`src/nsov_regs.vh`:
```
`ifndef NSOV_REGS_VH
`define NSOV_REGS_VH

// ----------------------------------------------------------------
// register offsets (byte addresses)
// ----------------------------------------------------------------
`define NSOV_ADDR_CTRL 8'h00
`define NSOV_ADDR_THRESH 8'h04
`define NSOV_ADDR_TRIP_DLY 8'h08
`define NSOV_ADDR_RST_DLY 8'h0C
`define NSOV_ADDR_STATUS 8'h10
`define NSOV_ADDR_PROGRESS 8'h14
`define NSOV_ADDR_OP_COUNT 8'h18
`define NSOV_ADDR_IRQ_STAT 8'h1C
`define NSOV_ADDR_IRQ_MASK 8'h20

// ----------------------------------------------------------------
// field positions
// ----------------------------------------------------------------
`define NSOV_CTRL_OP_LSB 0
`define NSOV_CTRL_OP_MSB 2
`define NSOV_CTRL_MODE_LSB 4
`define NSOV_CTRL_MODE_MSB 5
`define NSOV_ST_PICKUP 0
`define NSOV_ST_TRIP 1
`define NSOV_ST_BLOCKED 2
`define NSOV_ST_ENABLED 3
`define NSOV_IRQ_PICKUP 0
`define NSOV_IRQ_TRIP 1

// ----------------------------------------------------------------
// encodings
// ----------------------------------------------------------------
`define NSOV_OP_ENABLE 3'h1
`define NSOV_OP_DISABLE 3'h5
`define NSOV_MODE_FREEZE 2'h0
`define NSOV_MODE_BLOCK_ALL 2'h1
`define NSOV_MODE_BLOCK_TRIP 2'h2
`define NSOV_RESP_OKAY 2'h0
`define NSOV_RESP_SLVERR 2'h2

// ----------------------------------------------------------------
// reset values
// ----------------------------------------------------------------
`define NSOV_RST_OP 3'h1
`define NSOV_RST_MODE 2'h0
`define NSOV_RST_THRESH 16'h001E
`define NSOV_RST_TRIP_DLY 20'h00028
`define NSOV_RST_RST_DLY 16'h0014
`define NSOV_RST_IRQ_MASK 2'h0

// ----------------------------------------------------------------
// timing and scaling
// ----------------------------------------------------------------
`define NSOV_CLK_PERIOD_NS 50
`define NSOV_MS_NS 1000000
`define NSOV_MS_CYCLES (`NSOV_MS_NS / `NSOV_CLK_PERIOD_NS)
`define NSOV_PCT_FULL 14'h2710

`endif

```
`src/nsov_pct_div.v`:
```
`include "nsov_regs.vh"

// ----------------------------------------------------------------
// progress divider: count * 10000 / delay, in hundredths of percent
// ----------------------------------------------------------------
module nsov_pct_div (
   input wire i_clk,
   input wire i_reset_n,
   input wire [19:0] i_count,
   input wire [19:0] i_delay,
   output reg [13:0] o_pct
);

reg [33:0] quo;
reg [20:0] rem;
reg [19:0] den;
reg [5:0] step;
reg busy;
wire [20:0] trial;
wire [33:0] scaled;

assign scaled = i_count * `NSOV_PCT_FULL;
assign trial = {rem[19:0], quo[33]} - {1'b0, den};

// restoring division, one quotient bit per clock, restarts when done
always @(posedge i_clk) begin
   if (!i_reset_n) begin
      quo <= 34'h000000000;
      rem <= 21'h000000;
      den <= 20'h00000;
      step <= 6'h00;
      busy <= 1'b0;
      o_pct <= 14'h0000;
   end else if (!busy) begin
      quo <= scaled;
      rem <= 21'h000000;
      den <= i_delay;
      step <= 6'h22;
      busy <= 1'b1;
   end else if (step != 6'h00) begin
      step <= step - 6'h01;
      if (!trial[20]) begin
         rem <= trial;
         quo <= {quo[32:0], 1'b1};
      end else begin
         rem <= {rem[19:0], quo[33]};
         quo <= {quo[32:0], 1'b0};
      end
   end else begin
      busy <= 1'b0;
      // clamp to full scale, also covers a zero delay
      if (quo > {20'h00000, `NSOV_PCT_FULL})
         o_pct <= `NSOV_PCT_FULL;
      else
         o_pct <= quo[13:0];
   end
end

endmodule // nsov_pct_div

```
`src/nsov_top.v`:
```
// Behaviour
// - operation setting enables or disables element
// - level detector compares voltage against threshold
// - pickup asserts once operation timer enabled
// - trip after definite delay while overvoltage persists
// - voltage drop before trip starts reset timer
// - reset delay expiry clears timer and pickup
// - progress percent of trip delay is readable
// - blocking mode setting selects block effect
// - freeze mode holds timer, keeps trip asserted
// - block-all disables element, resets both timers
// - block-trip mode suppresses only the trip output
// - block input inactive unless driven high
// - operation code 1 enables, 5 disables
// - progress ranges 0.00 to 100.00 percent
`include "nsov_regs.vh"

module nsov_top #(
   parameter MS_CYCLES = `NSOV_MS_CYCLES
) (
   input wire I_CLK,
   input wire I_RESET_N,
   input wire [15:0] I_NEG_SEQ_VOLTAGE_IN,
   input wire I_BLOCK,
   output reg O_PICKUP,
   output reg O_TRIP,
   output reg O_IRQ,
   input wire [7:0] I_AWADDR,
   input wire I_AWVALID,
   output reg O_AWREADY,
   input wire [31:0] I_WDATA,
   input wire [3:0] I_WSTRB,
   input wire I_WVALID,
   output reg O_WREADY,
   output reg [1:0] O_BRESP,
   output reg O_BVALID,
   input wire I_BREADY,
   input wire [7:0] I_ARADDR,
   input wire I_ARVALID,
   output reg O_ARREADY,
   output reg [31:0] O_RDATA,
   output reg [1:0] O_RRESP,
   output reg O_RVALID,
   input wire I_RREADY
);

// ----------------------------------------------------------------
// settings and state
// ----------------------------------------------------------------
reg [2:0] operation;
reg [1:0] block_mode;
reg [15:0] pickup_thresh;
reg [19:0] trip_delay;
reg [15:0] reset_delay;
reg [1:0] irq_stat;
reg [1:0] irq_mask;
reg [19:0] op_count;
reg [15:0] rst_count;
reg [15:0] tick_div;
reg ms_tick;
reg pickup_q;
reg trip_q;
wire [13:0] pickup_progress_pct;

// write channel holding
reg [7:0] aw_addr;
reg aw_held;
reg [31:0] w_data;
reg [3:0] w_strb;
reg w_held;

wire enabled;
wire blk_all;
wire blk_freeze;
wire blk_trip;
wire overvolt;
wire do_write;
wire [31:0] ctrl_word;
wire [31:0] ctrl_merged;
wire [31:0] thresh_merged;
wire [31:0] trip_merged;
wire [31:0] rstd_merged;
wire [31:0] mask_merged;

// ----------------------------------------------------------------
// protection decode
// ----------------------------------------------------------------
assign enabled = (operation == `NSOV_OP_ENABLE);
// a block effect applies only while the block pin is driven high
assign blk_all = I_BLOCK && (block_mode == `NSOV_MODE_BLOCK_ALL);
assign blk_freeze = I_BLOCK && (block_mode == `NSOV_MODE_FREEZE);
assign blk_trip = I_BLOCK && (block_mode == `NSOV_MODE_BLOCK_TRIP);
assign overvolt = (I_NEG_SEQ_VOLTAGE_IN > pickup_thresh);
assign ctrl_word = {26'h0000000, block_mode, 1'b0, operation};

// byte-lane merge for register writes
function [31:0] wr_merge;
   input [31:0] old;
   input [31:0] data;
   input [3:0] strb;
   integer b;
   begin
      wr_merge = old;
      for (b = 0; b < 4; b = b + 1) begin
         if (strb[b])
            wr_merge[8*b +: 8] = data[8*b +: 8];
      end
   end
endfunction

// byte-lane merged words of the writable registers
assign ctrl_merged = wr_merge(ctrl_word, w_data, w_strb);
assign thresh_merged = wr_merge({16'h0000, pickup_thresh}, w_data, w_strb);
assign trip_merged = wr_merge({12'h000, trip_delay}, w_data, w_strb);
assign rstd_merged = wr_merge({16'h0000, reset_delay}, w_data, w_strb);
assign mask_merged = wr_merge({30'h00000000, irq_mask}, w_data, w_strb);

// ----------------------------------------------------------------
// millisecond tick
// ----------------------------------------------------------------
always @(posedge I_CLK) begin
   if (!I_RESET_N) begin
      tick_div <= 16'h0000;
      ms_tick <= 1'b0;
   end else if (tick_div == MS_CYCLES[15:0] - 16'h0001) begin
      tick_div <= 16'h0000;
      ms_tick <= 1'b1;
   end else begin
      tick_div <= tick_div + 16'h0001;
      ms_tick <= 1'b0;
   end
end

// ----------------------------------------------------------------
// operation and reset timers, pickup and trip
// ----------------------------------------------------------------
always @(posedge I_CLK) begin
   if (!I_RESET_N || !enabled || blk_all) begin
      op_count <= 20'h00000;
      rst_count <= 16'h0000;
      pickup_q <= 1'b0;
      trip_q <= 1'b0;
   end else if (overvolt) begin
      rst_count <= 16'h0000;
      pickup_q <= 1'b1;
      if (ms_tick && !blk_freeze && op_count < trip_delay)
         op_count <= op_count + 20'h00001;
      if (blk_trip)
         trip_q <= 1'b0;
      else if (op_count >= trip_delay)
         trip_q <= 1'b1;
   end else if (trip_q && !blk_freeze) begin
      // fault gone after trip: drop at once
      op_count <= 20'h00000;
      rst_count <= 16'h0000;
      pickup_q <= 1'b0;
      trip_q <= 1'b0;
   end else if (pickup_q && !trip_q) begin
      if (rst_count >= reset_delay) begin
         op_count <= 20'h00000;
         rst_count <= 16'h0000;
         pickup_q <= 1'b0;
      end else if (ms_tick && !blk_freeze) begin
         rst_count <= rst_count + 16'h0001;
      end
   end
end

// ----------------------------------------------------------------
// output flops and interrupt
// ----------------------------------------------------------------
always @(posedge I_CLK) begin
   if (!I_RESET_N) begin
      O_PICKUP <= 1'b0;
      O_TRIP <= 1'b0;
      O_IRQ <= 1'b0;
      irq_stat <= 2'h0;
   end else begin
      O_PICKUP <= pickup_q;
      O_TRIP <= trip_q;
      O_IRQ <= |(irq_stat & irq_mask);
      // set wins over a simultaneous write-one clear
      irq_stat[`NSOV_IRQ_PICKUP] <= (pickup_q && !O_PICKUP) ||
         (irq_stat[`NSOV_IRQ_PICKUP] && !(do_write &&
         aw_addr == `NSOV_ADDR_IRQ_STAT && w_strb[0] && w_data[`NSOV_IRQ_PICKUP]));
      irq_stat[`NSOV_IRQ_TRIP] <= (trip_q && !O_TRIP) ||
         (irq_stat[`NSOV_IRQ_TRIP] && !(do_write &&
         aw_addr == `NSOV_ADDR_IRQ_STAT && w_strb[0] && w_data[`NSOV_IRQ_TRIP]));
   end
end

// ----------------------------------------------------------------
// progress divider
// ----------------------------------------------------------------
nsov_pct_div u_pct (
   .i_clk(I_CLK),
   .i_reset_n(I_RESET_N),
   .i_count(op_count),
   .i_delay(trip_delay),
   .o_pct(pickup_progress_pct)
);

// ----------------------------------------------------------------
// axi write address and data capture
// ----------------------------------------------------------------
assign do_write = aw_held && w_held && !O_BVALID;

always @(posedge I_CLK) begin
   if (!I_RESET_N) begin
      aw_held <= 1'b0;
      w_held <= 1'b0;
      aw_addr <= 8'h00;
      w_data <= 32'h00000000;
      w_strb <= 4'h0;
      O_AWREADY <= 1'b0;
      O_WREADY <= 1'b0;
   end else begin
      if (I_AWVALID && O_AWREADY) begin
         aw_held <= 1'b1;
         aw_addr <= I_AWADDR;
      end else if (do_write) begin
         aw_held <= 1'b0;
      end
      if (I_WVALID && O_WREADY) begin
         w_held <= 1'b1;
         w_data <= I_WDATA;
         w_strb <= I_WSTRB;
      end else if (do_write) begin
         w_held <= 1'b0;
      end
      // ready only while nothing of that channel is pending
      O_AWREADY <= !aw_held && !(I_AWVALID && O_AWREADY) && !O_BVALID;
      O_WREADY <= !w_held && !(I_WVALID && O_WREADY) && !O_BVALID;
   end
end

// ----------------------------------------------------------------
// register writes and write response
// ----------------------------------------------------------------
always @(posedge I_CLK) begin
   if (!I_RESET_N) begin
      operation <= `NSOV_RST_OP;
      block_mode <= `NSOV_RST_MODE;
      pickup_thresh <= `NSOV_RST_THRESH;
      trip_delay <= `NSOV_RST_TRIP_DLY;
      reset_delay <= `NSOV_RST_RST_DLY;
      irq_mask <= `NSOV_RST_IRQ_MASK;
      O_BVALID <= 1'b0;
      O_BRESP <= `NSOV_RESP_OKAY;
   end else if (do_write) begin
      O_BVALID <= 1'b1;
      O_BRESP <= `NSOV_RESP_OKAY;
      if (aw_addr == `NSOV_ADDR_CTRL) begin
         {block_mode, operation} <= {ctrl_merged[`NSOV_CTRL_MODE_MSB:`NSOV_CTRL_MODE_LSB],
            ctrl_merged[`NSOV_CTRL_OP_MSB:`NSOV_CTRL_OP_LSB]};
      end else if (aw_addr == `NSOV_ADDR_THRESH) begin
         pickup_thresh <= thresh_merged[15:0];
      end else if (aw_addr == `NSOV_ADDR_TRIP_DLY) begin
         trip_delay <= trip_merged[19:0];
      end else if (aw_addr == `NSOV_ADDR_RST_DLY) begin
         reset_delay <= rstd_merged[15:0];
      end else if (aw_addr == `NSOV_ADDR_IRQ_MASK) begin
         irq_mask <= mask_merged[1:0];
      end else if (aw_addr == `NSOV_ADDR_IRQ_STAT || aw_addr == `NSOV_ADDR_STATUS ||
         aw_addr == `NSOV_ADDR_PROGRESS || aw_addr == `NSOV_ADDR_OP_COUNT) begin
         O_BRESP <= `NSOV_RESP_OKAY; // clear handled above, others read-only
      end else begin
         O_BRESP <= `NSOV_RESP_SLVERR;
      end
   end else if (O_BVALID && I_BREADY) begin
      O_BVALID <= 1'b0;
   end
end

// ----------------------------------------------------------------
// axi read channel
// ----------------------------------------------------------------
always @(posedge I_CLK) begin
   if (!I_RESET_N) begin
      O_ARREADY <= 1'b0;
      O_RVALID <= 1'b0;
      O_RDATA <= 32'h00000000;
      O_RRESP <= `NSOV_RESP_OKAY;
   end else if (I_ARVALID && O_ARREADY) begin
      O_ARREADY <= 1'b0;
      O_RVALID <= 1'b1;
      O_RRESP <= `NSOV_RESP_OKAY;
      if (I_ARADDR == `NSOV_ADDR_CTRL) begin
         O_RDATA <= ctrl_word;
      end else if (I_ARADDR == `NSOV_ADDR_THRESH) begin
         O_RDATA <= {16'h0000, pickup_thresh};
      end else if (I_ARADDR == `NSOV_ADDR_TRIP_DLY) begin
         O_RDATA <= {12'h000, trip_delay};
      end else if (I_ARADDR == `NSOV_ADDR_RST_DLY) begin
         O_RDATA <= {16'h0000, reset_delay};
      end else if (I_ARADDR == `NSOV_ADDR_STATUS) begin
         O_RDATA <= {28'h0000000, enabled, I_BLOCK, trip_q, pickup_q};
      end else if (I_ARADDR == `NSOV_ADDR_PROGRESS) begin
         O_RDATA <= {18'h00000, pickup_progress_pct};
      end else if (I_ARADDR == `NSOV_ADDR_OP_COUNT) begin
         O_RDATA <= {12'h000, op_count};
      end else if (I_ARADDR == `NSOV_ADDR_IRQ_STAT) begin
         O_RDATA <= {30'h00000000, irq_stat};
      end else if (I_ARADDR == `NSOV_ADDR_IRQ_MASK) begin
         O_RDATA <= {30'h00000000, irq_mask};
      end else begin
         O_RDATA <= 32'h00000000;
         O_RRESP <= `NSOV_RESP_SLVERR;
      end
   end else if (O_RVALID) begin
      if (I_RREADY)
         O_RVALID <= 1'b0;
   end else begin
      O_ARREADY <= 1'b1;
   end
end

endmodule // nsov_top

```
`config.mk`:
```
export PLATFORM = sky130hd
export DESIGN_NAME = nsov_top
export DESIGN_NICKNAME = d
export VERILOG_FILES = /design/src/nsov_pct_div.v /design/src/nsov_top.v
export VERILOG_INCLUDE_DIRS = /design/src
export SDC_FILE = /design/constraint.sdc
export NUM_CORES = 1
export LEC_CHECK = 0
export BUFFER_PORTS_ARGS = -buffer_cell sky130_fd_sc_hd__buf_2
export CORE_MARGIN = 5
export CORE_UTILIZATION = 35
export CTS_CLUSTER_SIZE = 40
export DETAILED_ROUTE_END_ITERATION = 16
export GPL_TIMING_DRIVEN = 1
export PLACE_DENSITY = 0.52
export SLEW_MARGIN = 40
export SYNTH_ARGS = -nofsm -noshare
export SYNTH_HDL_FRONTEND = slang
export SYNTH_SLANG_ARGS = --single-unit
export TNS_END_PERCENT = 1
```
`constraint.sdc`:
```
create_clock -name I_CLK -period 5.1 [get_ports I_CLK]
set_input_delay 1.02 -clock I_CLK [delete_from_list [all_inputs] [get_ports I_CLK]]
set_output_delay 1.02 -clock I_CLK [all_outputs]
set_load 0.01 [all_outputs]
```
==> run_results.csv <==
group,metric,value,unit
run_status,outcome,"finished clean",
power_and_ir_drop,leakage,0.00872,uW
layout,drive_above_1_share,0.113,
logic_synthesis,synth.avg_cell_area,8.45,sq um
detailed_routing,drt-initial-drc-count,1019,
clock_network,cts_buffer_depth,3,
logic_synthesis,yosysWarnings,0,
logic_synthesis,yosysMostFrequentCell,"dfxtp_1",
detailed_routing,drc,0,
layout,seq_area,5500,sq um
timing,slew_viol_final,0,
clock_network,path_clk_slew,0.06,ns
worst_setup_path,worst_ep_arrival_time,5.25,ns
worst_setup_path,cp_cell_sequence,"inv_1, fa_1, inv_1, ha_1, fa_1, ha_1, inv_1, fa_1, inv_1, ha_1, a21o_1, a21o_1, a2111o_1, o32ai_4, o41ai_2, a2111o_1, o211ai_1, a21oi_1",
floorplanning,dieArea,54500,sq um
placed_design,dp_hpwl,38600,um
logic_synthesis,yosysUniqueCellTypes,85,
floorplanning,floorplan.initialDensity,0.356,
logic_synthesis,synth_ff_type,"dfxtp_1",
power_and_ir_drop,power_density,359,nW/um^2
clock_network,cts_setup_buffers,0,
clock_network,clkSinkCount,274,
detailed_routing,routed_wl,51100,um
worst_setup_path,start_kind,"register",
layout,fin_cells,2848,
logic_synthesis,ys_seq_elements,274,
logic_synthesis,synth.area.top_cells,"dfxtp_1 (31%), ha_1 (13%), fa_1 (5.5%), nand2_1 (5.0%), mux2i_1 (5.0%)",
floorplanning,ios,120,
logic_synthesis,yosys.area.top_type_share,0.314,
clock_network,cts_buffers,36,
layout,multi_input_area,10900,sq um
clock_network,htreeDepth,2,
hold_path,hold_class,"reg -> reg",
worst_setup_path,crit_path_max_incr_delay,0.52,ns
global_route,grt_antenna_before_repair,1,
logic_synthesis,synth_edf_count,0,
timing,finalHoldViolCount,0,
clock_network,clkLatencyLatePin,0.56,ns
clock_network,clockRootBuffer,"clkbuf_16",
placed_design,gp_congestion,0.869,
logic_synthesis,synth_area,17500,sq um
logic_synthesis,synth-async-reset-ratio,0,
timing,max_freq,0.206,GHz
timing,min_period,4.84,ns
logic_synthesis,syn_inst,2069,
placed_design,place_area,18800,sq um
detailed_routing,firstDrtPassIters,5,
layout,fin_nets,2457,
detailed_routing,routedWlPerCell,17.9,um
detailed_routing,ant_nets,0,
global_route,grt_start_max_net_pins,83,
timing,clock_skew,0.0294,ns
worst_setup_path,cp_slowest_cell,"fa_1",
placed_design,place_inst,2784,
clock_network,cts_tree,"yes",
floorplanning,die_h,233,um
worst_setup_path,crit_top_cell,"inv_1",
global_route,grt_pass1_vias,14563,
run,maxCapViolCount,0,
layout,n_fill_cell,4991,
global_route,overflow,0,
clock_network,holdBufCountCts,0,
floorplanning,die_w,233,um
power_and_ir_drop,ir_drop,307,uV
global_route,grt_usage,0.186,
logic_synthesis,yosysTopAreaCell,"dfxtp_1",
timing,worst_slew_pin_slew,0.820,ns
timing,rsz0062_at_grt,"false",
detailed_routing,viasPerCell,5.21,
worst_setup_path,critPathRequiredTime,5.51,ns
worst_setup_path,cp-end-kind,"register",
layout,area_growth,15.6,%
clock_network,cts_resized,0,
timing,max_slew_margin,0.453,
logic_synthesis,synth_common_cells,"dfxtp_1 (274), nand2_1 (234), inv_1 (221)",
worst_setup_path,worstSetupPathType,"reg -> reg",
timing,finalCritPeriodShare,0.950,
timing,tns,0,ns
layout,final_util,0.411,
timing,whs,0.458,ns
global_route,grt_pass1_wl,80900,um
placed_design,port-buffer-count,92,
layout,antenna_cells,0,
floorplanning,rows,81,
logic_synthesis,synth.yosys.seq_area_share,0.314,
layout,stdcell_area,20200,sq um
timing,finalSetupViolations,0,
floorplanning,core,49200,sq um
detailed_routing,dr_total_vias,14834,
worst_setup_path,critPathMaxFanout,5,
flip-flops by register name, indices dropped and copies added, names as in the netlist, 20 cells and up:
register    count
op_count       20
u_pct.rem      20
w_data         20
u_pct.quo      34
O_RDATA        20
trip_delay     20
u_pct.den      20
layer usage:
layer | vias up | routed length (um) | track usage
met5 | - | 9 | 0
met4 | 2 | 1030 | 0.0424
met3 | 63 | 2440 | 0.0312
met2 | 307 | 23600 | 0.308
met1 | 7083 | 24000 | 0.255
li1 | 7379 | - | -
layout by cell type (no fill, tap or decap), types with 7 or more instances in the layout:
master     count
fa_1          48
xor2_1        22
o21ai_1       11
nor2_1       178
a311oi_1      25
and3_1        21
clkbuf_1      13
nand3_1       50
or4_1         16
buf_4         43
o31ai_1       17
a21o_1        20
dfxtp_1      268
o21bai_1       8
nand4_1       22
buf_2         92
inv_1        214
conb_1        14
clkbuf_16     37
xnor2_1       38
ha_1         168
a31oi_1       15
nor4_1        10
and2_1        19
inv_2          7
nand2b_1      10
a222oi_1       8
a211oi_1      28
o22ai_1        7
nand2_1      233
mux2i_1       87
a21oi_1      127
nor3_1        32
o211ai_1      15
a22oi_1       21
o21a_1        16
a22o_1        27
o21ai_0       49
nor2b_1       15
through the flow:
step | worst slack [ns] | power (uW)
after floorplan | 0.0913 | 4040
after global placement | 0.0917 | 4500
after detailed placement | 0.0877 | 4530
after CTS | 0.0469 | 7330
after global routing | 0.00821 | 7650
final | 0.257 | 7240
power by group:
group          switching (uW)  internal, uW  total, uW
sequential                132          2260       2390
combinational            1220           884       2100
clock                    1020          1730       2750
total                    2370          4870       7240
critical path, delay by kind of cell, from the launching register on:
family | cells | cell delay (ns)
compound gates | 8 | 1.73
buf+inv | 4 | 0.28
fa+ha+maj | 6 | 2.39
flops | 1 | 0.33
kinds of logic (layout without fill, tap and decap cells):
family	after synthesis	count (layout)	synth area share
multiplexers	89	89	0.0511
AND/OR/NAND/NOR	649	649	0.172
XOR/XNOR	61	61	0.0306
flip-flops	274	274	0.314
other	1	14	0.000215
AO/OA/AOI/OAI	449	449	0.179
adder cells (fa/ha/maj)	223	223	0.180
buffers and inverters	323	425	0.0733
area by class of cell:
cell class                      instances  share of cell area
Clock buffer                           55              0.0517
Inverter                              222              0.0414
Sequential cell                       274               0.272
Tap cell                              664              0.0411
Multi-Input combinational cell       1485               0.541
Clock inverter                          9              0.0112
Timing Repair Buffer                  139              0.0419
path summary, 6_finish.rpt:
path / from / end / slack [ns] / depth (start not counted)
hold / removal: w_strb[2] / w_strb[2] / 0.46 / 2
setup / recovery: op_count[11] / u_pct.quo[31] / 0.26 / 18
setup reg to reg: op_count[11] / u_pct.quo[31] / 0.26 / 18
hold reg to reg: w_strb[2] / w_strb[2] / 0.46 / 2
Power figures use the tool's default switching activity.
